===== src/design/crd_pkg.sv =====
package crd_pkg;
  // bus geometry
  localparam int unsigned CRD_ADDR_W = 5;
  localparam int unsigned CRD_DATA_W = 32;
  localparam int unsigned CRD_ROWS = 12;
  localparam int unsigned CRD_ALARMS = 4;

  // register byte offsets
  localparam logic [4:0] CRD_CTRL_OFS = 5'h00;
  localparam logic [4:0] CRD_CMD_OFS = 5'h04;
  localparam logic [4:0] CRD_DATA_OFS = 5'h08;
  localparam logic [4:0] CRD_STATUS_OFS = 5'h0C;
  localparam logic [4:0] CRD_ERRTEST_OFS = 5'h10;

  // control register fields
  localparam int unsigned CRD_CTRL_TIM_BIT = 0;
  localparam int unsigned CRD_CTRL_PACK_BIT = 1;
  localparam int unsigned CRD_CTRL_EOR_INH_BIT = 2;
  // command register fields
  localparam int unsigned CRD_CMD_OPR_BIT = 0;
  localparam int unsigned CRD_CMD_ABT_BIT = 1;
  // status register fields
  localparam int unsigned CRD_ST_READY_BIT = 0;
  localparam int unsigned CRD_ST_BUSY_BIT = 1;
  localparam int unsigned CRD_ST_CLUTCH_BIT = 2;
  localparam int unsigned CRD_ST_DRY_BIT = 3;
  localparam int unsigned CRD_ST_DEMAND_BIT = 4;
  localparam int unsigned CRD_ST_DRE_BIT = 5;
  localparam int unsigned CRD_ST_ALARM_LSB = 8;
  // error test register fields
  localparam int unsigned CRD_ERR_LINE_BIT = 0;
  localparam int unsigned CRD_ERR_SEL_LSB = 8;
  localparam int unsigned CRD_TIMING_ALARM = 3;

  // packed-mode position of row 9
  localparam int unsigned CRD_PACK_SHIFT = 12;

  // synchronised pin vector layout
  localparam int unsigned CRD_PIN_ROW_LSB = 0;
  localparam int unsigned CRD_PIN_COLCLK_N = 12;
  localparam int unsigned CRD_PIN_CARD_END = 13;
  localparam int unsigned CRD_PIN_DEMAND = 14;
  localparam int unsigned CRD_PIN_ONLINE = 15;
  localparam int unsigned CRD_PIN_CONNECTED = 16;
  localparam int unsigned CRD_PIN_ALARM_LSB = 17;
  localparam int unsigned CRD_PIN_W = 20;

  // values after reset
  localparam logic CRD_WAIT_RST = 1'b1;
  localparam logic CRD_READY_RST = 1'b1;

  // bus handshake phase, gray along idle -> done
  typedef enum logic [0:0] {
    CRD_BUS_IDLE = 1'b0,
    CRD_BUS_DONE = 1'b1
  } crd_bus_type;
endpackage


===== src/design/crd_pin_if.sv =====
`timescale 1ns/1ps
interface crd_pin_if;
  logic [11:0] card_rows;
  logic column_clock_pulse_n;
  logic online_card_end_signal;
  logic demand_button_input;
  logic reader_online;
  logic reader_connected;
  logic [2:0] alarm_inputs;

  modport sync_mp (
    output card_rows,
    output column_clock_pulse_n,
    output online_card_end_signal,
    output demand_button_input,
    output reader_online,
    output reader_connected,
    output alarm_inputs
  );
  modport ctl_mp (
    input card_rows,
    input column_clock_pulse_n,
    input online_card_end_signal,
    input demand_button_input,
    input reader_online,
    input reader_connected,
    input alarm_inputs
  );
endinterface


===== src/design/crd_pin_sync.sv =====
`timescale 1ns/1ps
module crd_pin_sync
  import crd_pkg::*;
(
  input wire logic i_sys_clk,
  input wire logic i_rst,
  input wire logic [CRD_PIN_W-1:0] i_raw_pins,
  crd_pin_if.sync_mp pins
);
  typedef struct packed {
    logic [CRD_PIN_W-1:0] stage1;
    logic [CRD_PIN_W-1:0] stage2;
  } crd_sync_state_type;

  crd_sync_state_type st_ff;
  crd_sync_state_type nxt_st;

  // two stages per pin; stage1 feeds only stage2
  always_comb begin
    nxt_st = st_ff;
    nxt_st.stage1 = i_raw_pins;
    nxt_st.stage2 = st_ff.stage1;
  end

  always_ff @(posedge i_sys_clk) begin
    if (i_rst) begin
      st_ff <= '0;
    end else begin
      st_ff <= nxt_st;
    end
  end

  ////////////////////////////////////////////////////////////////////////////
  assign pins.card_rows = st_ff.stage2[CRD_PIN_ROW_LSB +: 12];
  assign pins.column_clock_pulse_n = st_ff.stage2[CRD_PIN_COLCLK_N];
  assign pins.online_card_end_signal = st_ff.stage2[CRD_PIN_CARD_END];
  assign pins.demand_button_input = st_ff.stage2[CRD_PIN_DEMAND];
  assign pins.reader_online = st_ff.stage2[CRD_PIN_ONLINE];
  assign pins.reader_connected = st_ff.stage2[CRD_PIN_CONNECTED];
  assign pins.alarm_inputs = st_ff.stage2[CRD_PIN_ALARM_LSB +: 3];
endmodule


===== src/design/crd_reader_ctl.sv =====
// Chosen here: the register addresses and the Avalon-MM interface to the registers.
`timescale 1ns/1ps
// Functional notes
// normal transfer puts row 9 at word bit 0, row 12 at bit 11.
// timed block input puts row 9 at bit 0 or 12 by packing mode.
// each operate starts one card feed; accumulator contents ignored.
// alarm test line ORs four alarms, each selectable by error test.
// alarms: halt/off-line, jam/feed/power/light, hopper/stacker, timing error.
// card is 80 columns of 12 rows; one input per character.
// busy cleared at record end and by abort.
// ready test line high only when not busy and no demand pending.
// demand button, two-stage synchronised, latches demand, clears busy, ready irq.
// operate sets busy; busy sets clutch when on-line; clears ready line.
// clutch drives feed; column clock pulse times the control logic.
// low column clock with clutch sets sequence flag, delay flag follows.
// read window follows sequence flag; data register loads only in window.
// data ready enable is set whenever a reader is connected.
// gap pulse sets data ready; data ready raises data exchange irq.
// processor answers each data exchange irq with an input command.
// input command clears data ready.
// card end clears busy and clutch, raises end-of-record irq.
// processor must issue another operate before the next card feeds.
// new column while data ready still set raises timing error alarm.
// data exchange irq not inhibitable; end-of-record irq inhibitable.
// reset clears busy, clutch, sequence, data ready, demand and alarms.
// timing error stays set until sampled by error test or reset.
module crd_reader_ctl
  import crd_pkg::*;
(
  input wire logic i_sys_clk,
  input wire logic i_rst,
  input wire logic [CRD_ADDR_W-1:0] i_avs_address,
  input wire logic i_avs_read,
  input wire logic i_avs_write,
  input wire logic [CRD_DATA_W-1:0] i_avs_writedata,
  input wire logic [3:0] i_avs_byteenable,
  output logic [CRD_DATA_W-1:0] o_avs_readdata,
  output logic o_avs_waitrequest,
  input wire logic [11:0] i_card_rows,
  input wire logic i_column_clock_pulse_n,
  input wire logic i_online_card_end_signal,
  input wire logic i_demand_button_input,
  input wire logic i_reader_online,
  input wire logic i_reader_connected,
  input wire logic i_alarm_halt_offline,
  input wire logic i_alarm_jam_power,
  input wire logic i_alarm_hopper_stacker,
  output logic o_clutch_relay_drive,
  output logic o_read_window_drive,
  output logic o_ready_test_line,
  output logic o_alarm_test_line,
  output logic o_data_exchange_irq,
  output logic o_channel_ready_irq,
  output logic o_end_record_irq
);
  typedef struct packed {
    crd_bus_type bus;
    logic wait_req;
    logic [CRD_DATA_W-1:0] rdata;
    logic channel_busy_flag;
    logic feed_clutch_flag;
    logic column_sequence_flag;
    logic sequence_delay_flag;
    logic [11:0] data_reg;
    logic data_ready_enable_flag;
    logic data_ready_flag;
    logic manual_demand_latch;
    logic demand_prev;
    logic card_end_prev;
    logic ready_test_line;
    logic alarm_test_line;
    logic [CRD_ALARMS-1:0] alarm_flag;
    logic [CRD_ALARMS-1:0] alarm_select;
    logic tim_enable;
    logic pack_high;
    logic eor_inhibit;
    logic data_exchange_irq;
    logic channel_ready_irq;
    logic end_record_irq;
  } crd_ctl_state_type;

  crd_ctl_state_type st_ff;
  crd_ctl_state_type nxt_st;

  crd_pin_if pins ();

  logic [CRD_PIN_W-1:0] raw_pins;
  logic req;
  logic done;
  logic wr_done;
  logic rd_done;
  logic operate_cmd;
  logic abort_cmd;
  logic input_cmd;
  logic err_test_cmd;
  logic col_low;
  logic first_col;
  logic data_register_clear;
  logic column_control_pulse;
  logic demand_rise;
  logic card_end_fall;
  logic [23:0] au_word;
  logic [CRD_ALARMS-1:0] alarm_vec;

  ////////////////////////////////////////////////////////////////////////////
  // every pin crosses two flops before the control logic sees it
  assign raw_pins = {i_alarm_hopper_stacker, i_alarm_jam_power, i_alarm_halt_offline,
                     i_reader_connected, i_reader_online, i_demand_button_input,
                     i_online_card_end_signal, i_column_clock_pulse_n, i_card_rows};

  crd_pin_sync crd_pin_sync_inst (
    .i_sys_clk(i_sys_clk),
    .i_rst(i_rst),
    .i_raw_pins(raw_pins),
    .pins(pins.sync_mp)
  );

  ////////////////////////////////////////////////////////////////////////////
  // bus strobes: a request completes on the edge where waitrequest is low
  assign req = i_avs_read | i_avs_write;
  assign done = (st_ff.bus == CRD_BUS_DONE) & req;
  assign wr_done = done & i_avs_write & i_avs_byteenable[0];
  assign rd_done = done & i_avs_read;
  // accumulator bits beside the command field are never looked at
  assign operate_cmd = wr_done & (i_avs_address == CRD_CMD_OFS) &
                       i_avs_writedata[CRD_CMD_OPR_BIT];
  assign abort_cmd = wr_done & (i_avs_address == CRD_CMD_OFS) &
                     i_avs_writedata[CRD_CMD_ABT_BIT];
  assign input_cmd = rd_done & (i_avs_address == CRD_DATA_OFS);
  assign err_test_cmd = rd_done & (i_avs_address == CRD_ERRTEST_OFS);

  // column timing events
  assign col_low = ~pins.column_clock_pulse_n;
  assign first_col = st_ff.column_sequence_flag & ~st_ff.sequence_delay_flag;
  assign data_register_clear = first_col;
  assign column_control_pulse = st_ff.sequence_delay_flag & ~st_ff.column_sequence_flag;
  assign demand_rise = pins.demand_button_input & ~st_ff.demand_prev;
  assign card_end_fall = st_ff.card_end_prev & ~pins.online_card_end_signal;

  // character as presented to the arithmetic unit
  always_comb begin
    au_word = {12'h000, st_ff.data_reg};
    if (st_ff.tim_enable && st_ff.pack_high) begin
      au_word = {st_ff.data_reg, 12'h000};
    end
  end

  // alarm 4 is sticky, the others follow their inputs
  assign alarm_vec = {st_ff.alarm_flag[CRD_TIMING_ALARM], st_ff.alarm_flag[2:0]};

  ////////////////////////////////////////////////////////////////////////////
  // next-state logic for the whole channel
  always_comb begin
    nxt_st = st_ff;
    // bus handshake, one wait cycle for every access
    if (st_ff.bus == CRD_BUS_IDLE) begin
      if (req) begin
        nxt_st.bus = CRD_BUS_DONE;
        nxt_st.wait_req = 1'b0;
        nxt_st.rdata = '0;
        // unmapped offsets read zero
        if (i_avs_address == CRD_CTRL_OFS) begin
          nxt_st.rdata[CRD_CTRL_TIM_BIT] = st_ff.tim_enable;
          nxt_st.rdata[CRD_CTRL_PACK_BIT] = st_ff.pack_high;
          nxt_st.rdata[CRD_CTRL_EOR_INH_BIT] = st_ff.eor_inhibit;
        end else if (i_avs_address == CRD_DATA_OFS) begin
          nxt_st.rdata[23:0] = au_word;
        end else if (i_avs_address == CRD_STATUS_OFS) begin
          nxt_st.rdata[CRD_ST_READY_BIT] = st_ff.ready_test_line;
          nxt_st.rdata[CRD_ST_BUSY_BIT] = st_ff.channel_busy_flag;
          nxt_st.rdata[CRD_ST_CLUTCH_BIT] = st_ff.feed_clutch_flag;
          nxt_st.rdata[CRD_ST_DRY_BIT] = st_ff.data_ready_flag;
          nxt_st.rdata[CRD_ST_DEMAND_BIT] = st_ff.manual_demand_latch;
          nxt_st.rdata[CRD_ST_DRE_BIT] = st_ff.data_ready_enable_flag;
          nxt_st.rdata[CRD_ST_ALARM_LSB +: 4] = alarm_vec;
        end else if (i_avs_address == CRD_ERRTEST_OFS) begin
          nxt_st.rdata[CRD_ERR_LINE_BIT] = |(alarm_vec & st_ff.alarm_select);
          nxt_st.rdata[CRD_ERR_SEL_LSB +: 4] = st_ff.alarm_select;
        end
      end
    end else begin
      nxt_st.bus = CRD_BUS_IDLE;
      nxt_st.wait_req = CRD_WAIT_RST;
    end

    // configuration writes
    if (wr_done && (i_avs_address == CRD_CTRL_OFS)) begin
      nxt_st.tim_enable = i_avs_writedata[CRD_CTRL_TIM_BIT];
      nxt_st.pack_high = i_avs_writedata[CRD_CTRL_PACK_BIT];
      nxt_st.eor_inhibit = i_avs_writedata[CRD_CTRL_EOR_INH_BIT];
    end
    if (wr_done && (i_avs_address == CRD_ERRTEST_OFS)) begin
      nxt_st.alarm_select = i_avs_writedata[CRD_ERR_SEL_LSB +: 4];
    end

    // edge history of slow reader signals
    nxt_st.demand_prev = pins.demand_button_input;
    nxt_st.card_end_prev = pins.online_card_end_signal;

    // manual demand: operate takes it, a new press wins
    if (operate_cmd) begin
      nxt_st.manual_demand_latch = 1'b0;
    end
    if (demand_rise) begin
      nxt_st.manual_demand_latch = 1'b1;
    end

    // busy: any clearing cause beats operate in the same cycle
    if (operate_cmd) begin
      nxt_st.channel_busy_flag = 1'b1;
    end
    if (abort_cmd || card_end_fall || demand_rise) begin
      nxt_st.channel_busy_flag = 1'b0;
    end

    // clutch set by busy while on-line; drops only at card end or abort
    if (st_ff.channel_busy_flag && pins.reader_online) begin
      nxt_st.feed_clutch_flag = 1'b1;
    end
    if (abort_cmd || card_end_fall) begin
      nxt_st.feed_clutch_flag = 1'b0;
    end

    // column sequencing runs only with the clutch engaged
    nxt_st.column_sequence_flag = col_low & st_ff.feed_clutch_flag;
    nxt_st.sequence_delay_flag = st_ff.column_sequence_flag;

    // data register: cleared on the first window cycle, rows ORed in after
    if (data_register_clear) begin
      nxt_st.data_reg = pins.card_rows;
    end else if (st_ff.column_sequence_flag) begin
      nxt_st.data_reg = st_ff.data_reg | pins.card_rows;
    end

    // no start code on cards: enable tracks the connection
    nxt_st.data_ready_enable_flag = pins.reader_connected;

    // data ready: an input clears it, a gap pulse sets it and wins
    if (input_cmd) begin
      nxt_st.data_ready_flag = 1'b0;
    end
    if (column_control_pulse && st_ff.data_ready_enable_flag) begin
      nxt_st.data_ready_flag = 1'b1;
    end

    // alarms 1..3 are live; timing error is sticky until sampled
    nxt_st.alarm_flag[2:0] = pins.alarm_inputs;
    if (err_test_cmd && st_ff.alarm_select[CRD_TIMING_ALARM]) begin
      nxt_st.alarm_flag[CRD_TIMING_ALARM] = 1'b0;
    end
    if (first_col && st_ff.data_ready_flag) begin
      nxt_st.alarm_flag[CRD_TIMING_ALARM] = 1'b1;
    end

    // test lines; ready is sampled through the status read, alarm through the error test read
    nxt_st.ready_test_line = ~nxt_st.channel_busy_flag &
                             ~nxt_st.manual_demand_latch;
    nxt_st.alarm_test_line = |({nxt_st.alarm_flag[CRD_TIMING_ALARM],
                                nxt_st.alarm_flag[2:0]} & nxt_st.alarm_select);

    // interrupt lines; only end-of-record honours the inhibit
    nxt_st.data_exchange_irq = nxt_st.data_ready_flag;
    nxt_st.channel_ready_irq = ~nxt_st.channel_busy_flag &
                               nxt_st.manual_demand_latch;
    nxt_st.end_record_irq = card_end_fall & st_ff.channel_busy_flag &
                            ~st_ff.eor_inhibit;
  end

  // single state register; reset leaves the channel idle and ready
  always_ff @(posedge i_sys_clk) begin
    if (i_rst) begin
      st_ff <= '0;
      st_ff.wait_req <= CRD_WAIT_RST;
      st_ff.ready_test_line <= CRD_READY_RST;
    end else begin
      st_ff <= nxt_st;
    end
  end

  ////////////////////////////////////////////////////////////////////////////
  // all outputs straight from the state register
  assign o_avs_readdata = st_ff.rdata;
  assign o_avs_waitrequest = st_ff.wait_req;
  assign o_clutch_relay_drive = st_ff.feed_clutch_flag;
  assign o_read_window_drive = st_ff.column_sequence_flag;
  assign o_ready_test_line = st_ff.ready_test_line;
  assign o_alarm_test_line = st_ff.alarm_test_line;
  assign o_data_exchange_irq = st_ff.data_exchange_irq;
  assign o_channel_ready_irq = st_ff.channel_ready_irq;
  assign o_end_record_irq = st_ff.end_record_irq;
endmodule


===== config.mk =====
export PLATFORM = sky130hd
export DESIGN_NAME = crd_reader_ctl
export DESIGN_NICKNAME = d
export VERILOG_FILES = /design/src/design/crd_pkg.sv /design/src/design/crd_pin_if.sv /design/src/design/crd_pin_sync.sv /design/src/design/crd_reader_ctl.sv
export SDC_FILE = /design/constraint.sdc
export NUM_CORES = 1
export LEC_CHECK = 0
export ABC_AREA = 1
export ABC_CLOCK_PERIOD_IN_PS = 3000
export BUFFER_PORTS_ARGS = -buffer_cell sky130_fd_sc_hd__buf_4
export CAP_MARGIN = 20
export CORE_MARGIN = 2
export CORE_UTILIZATION = 51
export DETAILED_ROUTE_END_ITERATION = 12
export PLACE_DENSITY = 0.83
export SYNTH_ARGS = -nofsm -noshare
export SYNTH_HDL_FRONTEND = slang
export SYNTH_SLANG_ARGS = --single-unit
export TNS_END_PERCENT = 20

===== constraint.sdc =====
create_clock -name i_sys_clk -period 3 [get_ports i_sys_clk]
set_input_delay 0.3 -clock i_sys_clk [delete_from_list [all_inputs] [get_ports i_sys_clk]]
set_output_delay 0.3 -clock i_sys_clk [all_outputs]
set_load 0.02 [all_outputs]

=== Word-level counts from Yosys, hierarchy flattened ===
Cells that the tools add are included.

* Output and inout port bits: 40
* Register bits: 102
* Word-level logic and storage cells: 100

* Muxes and demuxes: 24
* Bitwise gates (word level): 31
* Equality and inequality tests: 4
* Reduce and logical (&&, ||, !) cells: 17

{| class="wikitable"
|+ Operators by type and width
! operator !! count
|-
| 12-bit two-way mux || 3
|-
| 34-bit two-way mux || 1
|-
| 24-bit two-way mux || 1
|-
| 21-bit two-way mux || 1
|-
| 1-bit bitwise AND || 18
|-
| 4-bit two-way mux || 4
|-
| 12-bit OR || 1
|-
| 5-bit by 4-bit == test with 1-bit output (second input constant) || 2
|-
| 1-bit two-way mux || 10
|-
| 1-bit inverter || 9
|-
| 4-bit bitwise AND || 2
|-
| 4-bit OR reduction || 2
|-
| 1-bit logical AND || 7
|-
| 6-bit two-way mux || 1
|-
| 5-bit by 3-bit == test with 1-bit output (second input constant) || 1
|-
| 5-bit == test (second input constant) || 1
|-
| 5-bit logical NOT || 1
|-
| 5-bit two-way mux || 1
|-
| 2-bit nonzero test || 2
|-
| 2-bit OR reduction || 2
|-
| 3-bit two-way mux || 1
|-
| 1-bit logical OR || 2
|-
| 2-bit two-way mux || 1
|-
| 2-bit AND reduction || 1
|-
| 1-bit OR || 1
|}

=== Logic depth before layout (Yosys ltp) ===
* Depth after elaboration: 11
* Mapped depth: 9

=== Modules after synthesis ===
A second synthesis with hierarchy kept.

* Cells, all modules: 489
* Area, all modules: 3961.3 µm²

{| class="wikitable"
|+ By module, submodules not included
! module !! area each (µm²) !! times used !! cells an instance
|-
| crd_reader_ctl || 2815.2 || 1 || 365
|-
| crd_pin_sync || 1146.1 || 1 || 124
|}

=== Worst setup path after synthesis ===
OpenSTA, ideal clock, no wires.

* Path type: in2reg
* Start point: input i_avs_address[1]
* End point: register st_ff (netlist bit o_alarm_test_line)
* Library setup time: 117 ps
* Setup slack: 1849 ps
* Cell stages on the path: 8
* Arrival time: 1034 ps
* Buffers on the path: 0
* Cell sequence: nor2_1 -> nand2_2 -> nor2_8 -> nand3_1 -> nand3_1 -> nand3_1 -> nor2_1 -> nor2_1

* Word-level cells in the longest chain between the ends: 7

{| class="wikitable"
|+ RTL lines
! item !! RTL line !! source
|-
| start, declared || crd_reader_ctl.sv:32 || <nowiki>input wire logic [CRD_ADDR_W-1:0] i_avs_address,</nowiki>
|-
| 5-bit == test (*) || crd_reader_ctl.sv:130, crd_reader_ctl.sv:192 ||
|-
| 1-bit bitwise AND || crd_reader_ctl.sv:130 || <nowiki>assign err_test_cmd = rd_done & (i_avs_address == CRD_ERRTEST_OFS);</nowiki>
|-
| 1-bit logical AND || crd_reader_ctl.sv:248 || <nowiki>if (err_test_cmd && st_ff.alarm_select[CRD_TIMING_ALARM]) begin</nowiki>
|-
| 1-bit two-way mux || crd_reader_ctl.sv:248 ||
|-
| 1-bit two-way mux || crd_reader_ctl.sv:251 || <nowiki>if (first_col && st_ff.data_ready_flag) begin</nowiki>
|-
| 4-bit bitwise AND (*) || crd_reader_ctl.sv:259 || <nowiki>nxt_st.alarm_flag[2:0]} & nxt_st.alarm_select);</nowiki>
|-
| 4-bit OR reduction (*) || crd_reader_ctl.sv:258 || <nowiki>nxt_st.alarm_test_line = |({nxt_st.alarm_flag[CRD_TIMING_ALARM],</nowiki>
|-
| end signal, assigned || crd_reader_ctl.sv:276 || <nowiki>st_ff <= nxt_st;</nowiki>
|-
| end, declared || crd_reader_ctl.sv:82 || <nowiki>crd_ctl_state_type st_ff;</nowiki>
|}

Mark *: on every way between the ends. The rest lies on a longest branch, timed or not.
A chain may end at the register's enable or synchronous reset.

=== Worst setup path in the final report ===
* Start point: register st_ff (netlist bit o_read_window_drive)
* End point: register st_ff (netlist bit o_alarm_test_line)

* Word-level cells in the longest chain between the ends: 5

{| class="wikitable"
|+ RTL lines
! item !! RTL line !! source
|-
| 1-bit bitwise AND || crd_reader_ctl.sv:134 || <nowiki>assign first_col = st_ff.column_sequence_flag & ~st_ff.sequence_delay_flag;</nowiki>
|-
| 1-bit logical AND || crd_reader_ctl.sv:251 ||
|-
| 1-bit two-way mux || crd_reader_ctl.sv:251 ||
|-
| 4-bit bitwise AND || crd_reader_ctl.sv:259 ||
|-
| 4-bit OR reduction || crd_reader_ctl.sv:258 ||
|}

Every way passes these cells.

==> impl_results.md <==
* Outcome: finished clean
* Drt first pass iters at 5
* Library cells used by synthesis at 29
* Hold Path Class: in -> reg
* Seq. cell area at 2040 sq um
* GR Overflow Total at 0
* Setup crit end kind: flip-flop
* Die Height at 91.1 microns
* Root buffer cell: clkbuf_8
* Post-synth EDFFs at 0
* Post-CTS sizing at 0
* Clock Latency Late Sink at 360 ps
* Seq cells post-synth at 102
* Synth area leader: dfxtp_1
* Vias post-DR at 2,908
* ANT nets after route at 0
* Vias/cell at 4.56
* Antenna violations before repair at 0
* Setup_tns at 0 ps
* Crit path max fanout at 13
* Global-route wire length before repair at 12,200 microns
* Total CTS buffers at 9
* WL final at ~7200 microns
* Core area at 7290 sq um
* Initial detailed-routing violation count at 131
* CTS tree: yes
* Synth Flop Type: dfxtp_1
* Tmin final at approximately 1600 ps
* Mean area per synthesized cell at 7.83 sq um
* Die W at 91.1 microns
* Worst EP required at around 3300 ps
* Number of hold violations in the final report at 0
* N_diodes at 0
* Fin nets at 599
* Die Area at 8290 sq um
* Finished Layout Cells at 638
* Synthesis Warnings at 0
* Mapped Area at 3870 sq um
* All-Layer GR Usage at 18.1%
* Cell total after placement at 622
* RePlAce Congestion at 0.831
* Least-Margin Pin Slew at between 800 and 900 ps
* Synth area leaders: dfxtp_1 53%, nand2_1 8.9%, nor2_1 6.9%
* WL/cell at 11.2 microns
* Detailed Place HPWL at 5240 microns
* Pin count of the biggest net entering global routing at 56
* Register area share after synthesis at 52.8%
* Max Clock Freq at between 0.6 and 0.7 GHz
* Cell count after synthesis at 494
* CTS Buffer Depth at 2
* Slew margin rel. at 45.2%
* Final instance area at around 4500 sq um
* Layout cells sized above 1 at 20.6%
* Clk sink count at 102
* MaxCap Viol Count at 0
* Clock transition at path regs at 100 ps
* Port buffer count at 68
* DP Area at 4230 sq um
* Area of the multi-input gates at 1270 sq um
* Skew final at roughly 10 ps
* Setup violators final at 0
* DRC Markers at 0
* Leakage at 0.00204 uW
* Worst path arrival time at around 1900 ps
* Top cell type's share of synthesized area at 52.8%
* Io pins at 105
* Area grow syn2layout at 15.3%
* Fillcell total at 700
* Asr flop ratio synth at 0%
* Maximum vdd drop at 0.000331 V
* Vias in the first global route at roughly 2.7k
* RSZ-0062 raised after global routing: no
* Startpoint Class: flip-flop
* Power Dens Cells at approximately 560 nW/um^2
* Initial Util at between 50% and 60%
* Critical path class: reg -> reg
* Final period utilization at 53.1%
* Slew Limit Fails at 0
* H-tree levels at 3
* Hold-fix buffers, CTS at 0
* Post-CTS setup buffer count at 0
* # rows at 31
## registers in the layout, summed over array words and instances, names as in the netlist
register and flops:
st_ff 26, o_avs_readdata 24, crd_pin_sync_inst.nxt_st 20, crd_pin_sync_inst.pins.card_rows 12, alarm_vec 4, crd_pin_sync_inst.pins.alarm_inputs 3, crd_pin_sync_inst.pins.column_clock_pulse_n 1, crd_pin_sync_inst.pins.demand_button_input 1
crd_pin_sync_inst.pins.online_card_end_signal 1, crd_pin_sync_inst.pins.reader_connected 1, crd_pin_sync_inst.pins.reader_online 1, o_alarm_test_line 1, o_avs_waitrequest 1, o_channel_ready_irq 1, o_clutch_relay_drive 1, o_data_exchange_irq 1
o_end_record_irq 1, o_read_window_drive 1, o_ready_test_line 1
## worst paths after layout
check,start,to,slack (ps),cells after the start
max,o_read_window_drive,o_alarm_test_line,1410,6
min,i_card_rows[5],crd_pin_sync_inst.nxt_st[5],130,3
max reg2reg,o_read_window_drive,o_alarm_test_line,1410,6
min reg2reg,crd_pin_sync_inst.nxt_st[11],crd_pin_sync_inst.pins.card_rows[11],390,2
## kinds of logic (layout without fill, tap and decap cells)
family	Yosys count	in the layout	share of synthesized area (%)
buffers and inverters	119	157	15.0
and+or+nand+nor	214	214	24.3
AOI/OAI and AO/OA	58	58	7.80
other	1	8	0.0970
DFF	102	102	52.8
## layer usage
| metal | global-route usage [%] | wire length (microns) | up-vias |
|---|---|---|---|
| met2 | 28.8 | 3250 | 82 |
| met5 | 0 | 0 | - |
| met4 | 7.95 | 150 | 0 |
| met3 | 2.82 | 370 | 12 |
| li1 | - | - | 1555 |
| met1 | 24.6 | 3390 | 1259 |
## area by class of cell
type	count	area share (%)
clock buffers	9	2.78
clock inverters	7	2.36
inverters	71	5.98
multi-input cells	280	28.5
flip-flops and latches	102	45.8
well taps	99	2.78
repair buffers	70	11.8
## synthesized netlist by cell type (all sizes together), types with 2 or more instances
| cell type | instances |
|---|---|
| inv | 71 |
| nor3 | 2 |
| nor2 | 77 |
| nand3b | 2 |
| o21ai | 34 |
| nand3 | 33 |
| nand2 | 98 |
| a31oi | 2 |
| buf | 42 |
| clkbuf | 6 |
| a21oi | 20 |
| dfxtp | 102 |
## cells in the final DEF (no fill, tap or decap)
| cell | instances |
|---|---|
| a21oi_1 | 20 |
| dfxtp_1 | 102 |
| nor3_1 | 1 |
| inv_8 | 2 |
| clkinv_4 | 2 |
| nor2_1 | 71 |
| inv_1 | 61 |
| nor2_8 | 1 |
| o21ai_0 | 20 |
| nand3_2 | 1 |
| conb_1 | 8 |
| nand2_4 | 1 |
| nand3b_1 | 2 |
| nor2_4 | 4 |
| o21ai_1 | 13 |
| buf_4 | 70 |
| clkinv_2 | 1 |
| nand2_2 | 5 |
| clkbuf_8 | 9 |
| nor2_2 | 1 |
| nand4_1 | 1 |
| o21ai_2 | 1 |
| o21a_1 | 1 |
| o211ai_1 | 1 |
| nand3_1 | 32 |
| a31oi_1 | 2 |
| inv_2 | 10 |
| nor3_2 | 1 |
| nand2_1 | 92 |
| nor4_1 | 1 |
| bufinv_16 | 2 |
## power by group
part           internal (uW)  switching [uW]
Clock                    483             472
Combinational           62.0            96.4
Sequential              1390            12.1
Total                   1930             581
## worst max-delay path: stages, from the launching register on
cell	delay (ps)
dfxtp_1	330
inv_1	60
nor2_1	520
nand2_1	210
a21oi_1	270
nor2_1	80
nor2_1	70
## stage by stage
step | utilization, % | hold WS, ps | worst slack, ps | power [uW]
after floorplan | - | 367 | 1850 | 1540
after global placement | 58.0 | 373 | 1390 | 1590
after detailed placement | 58.0 | 375 | 1410 | 1590
after CTS | 61.1 | 124 | 1390 | 2530
after global routing | 61.1 | 130 | 1240 | 2610
final | 61.1 | 133 | 1410 | 2510
(Power assumes the default switching activity.)
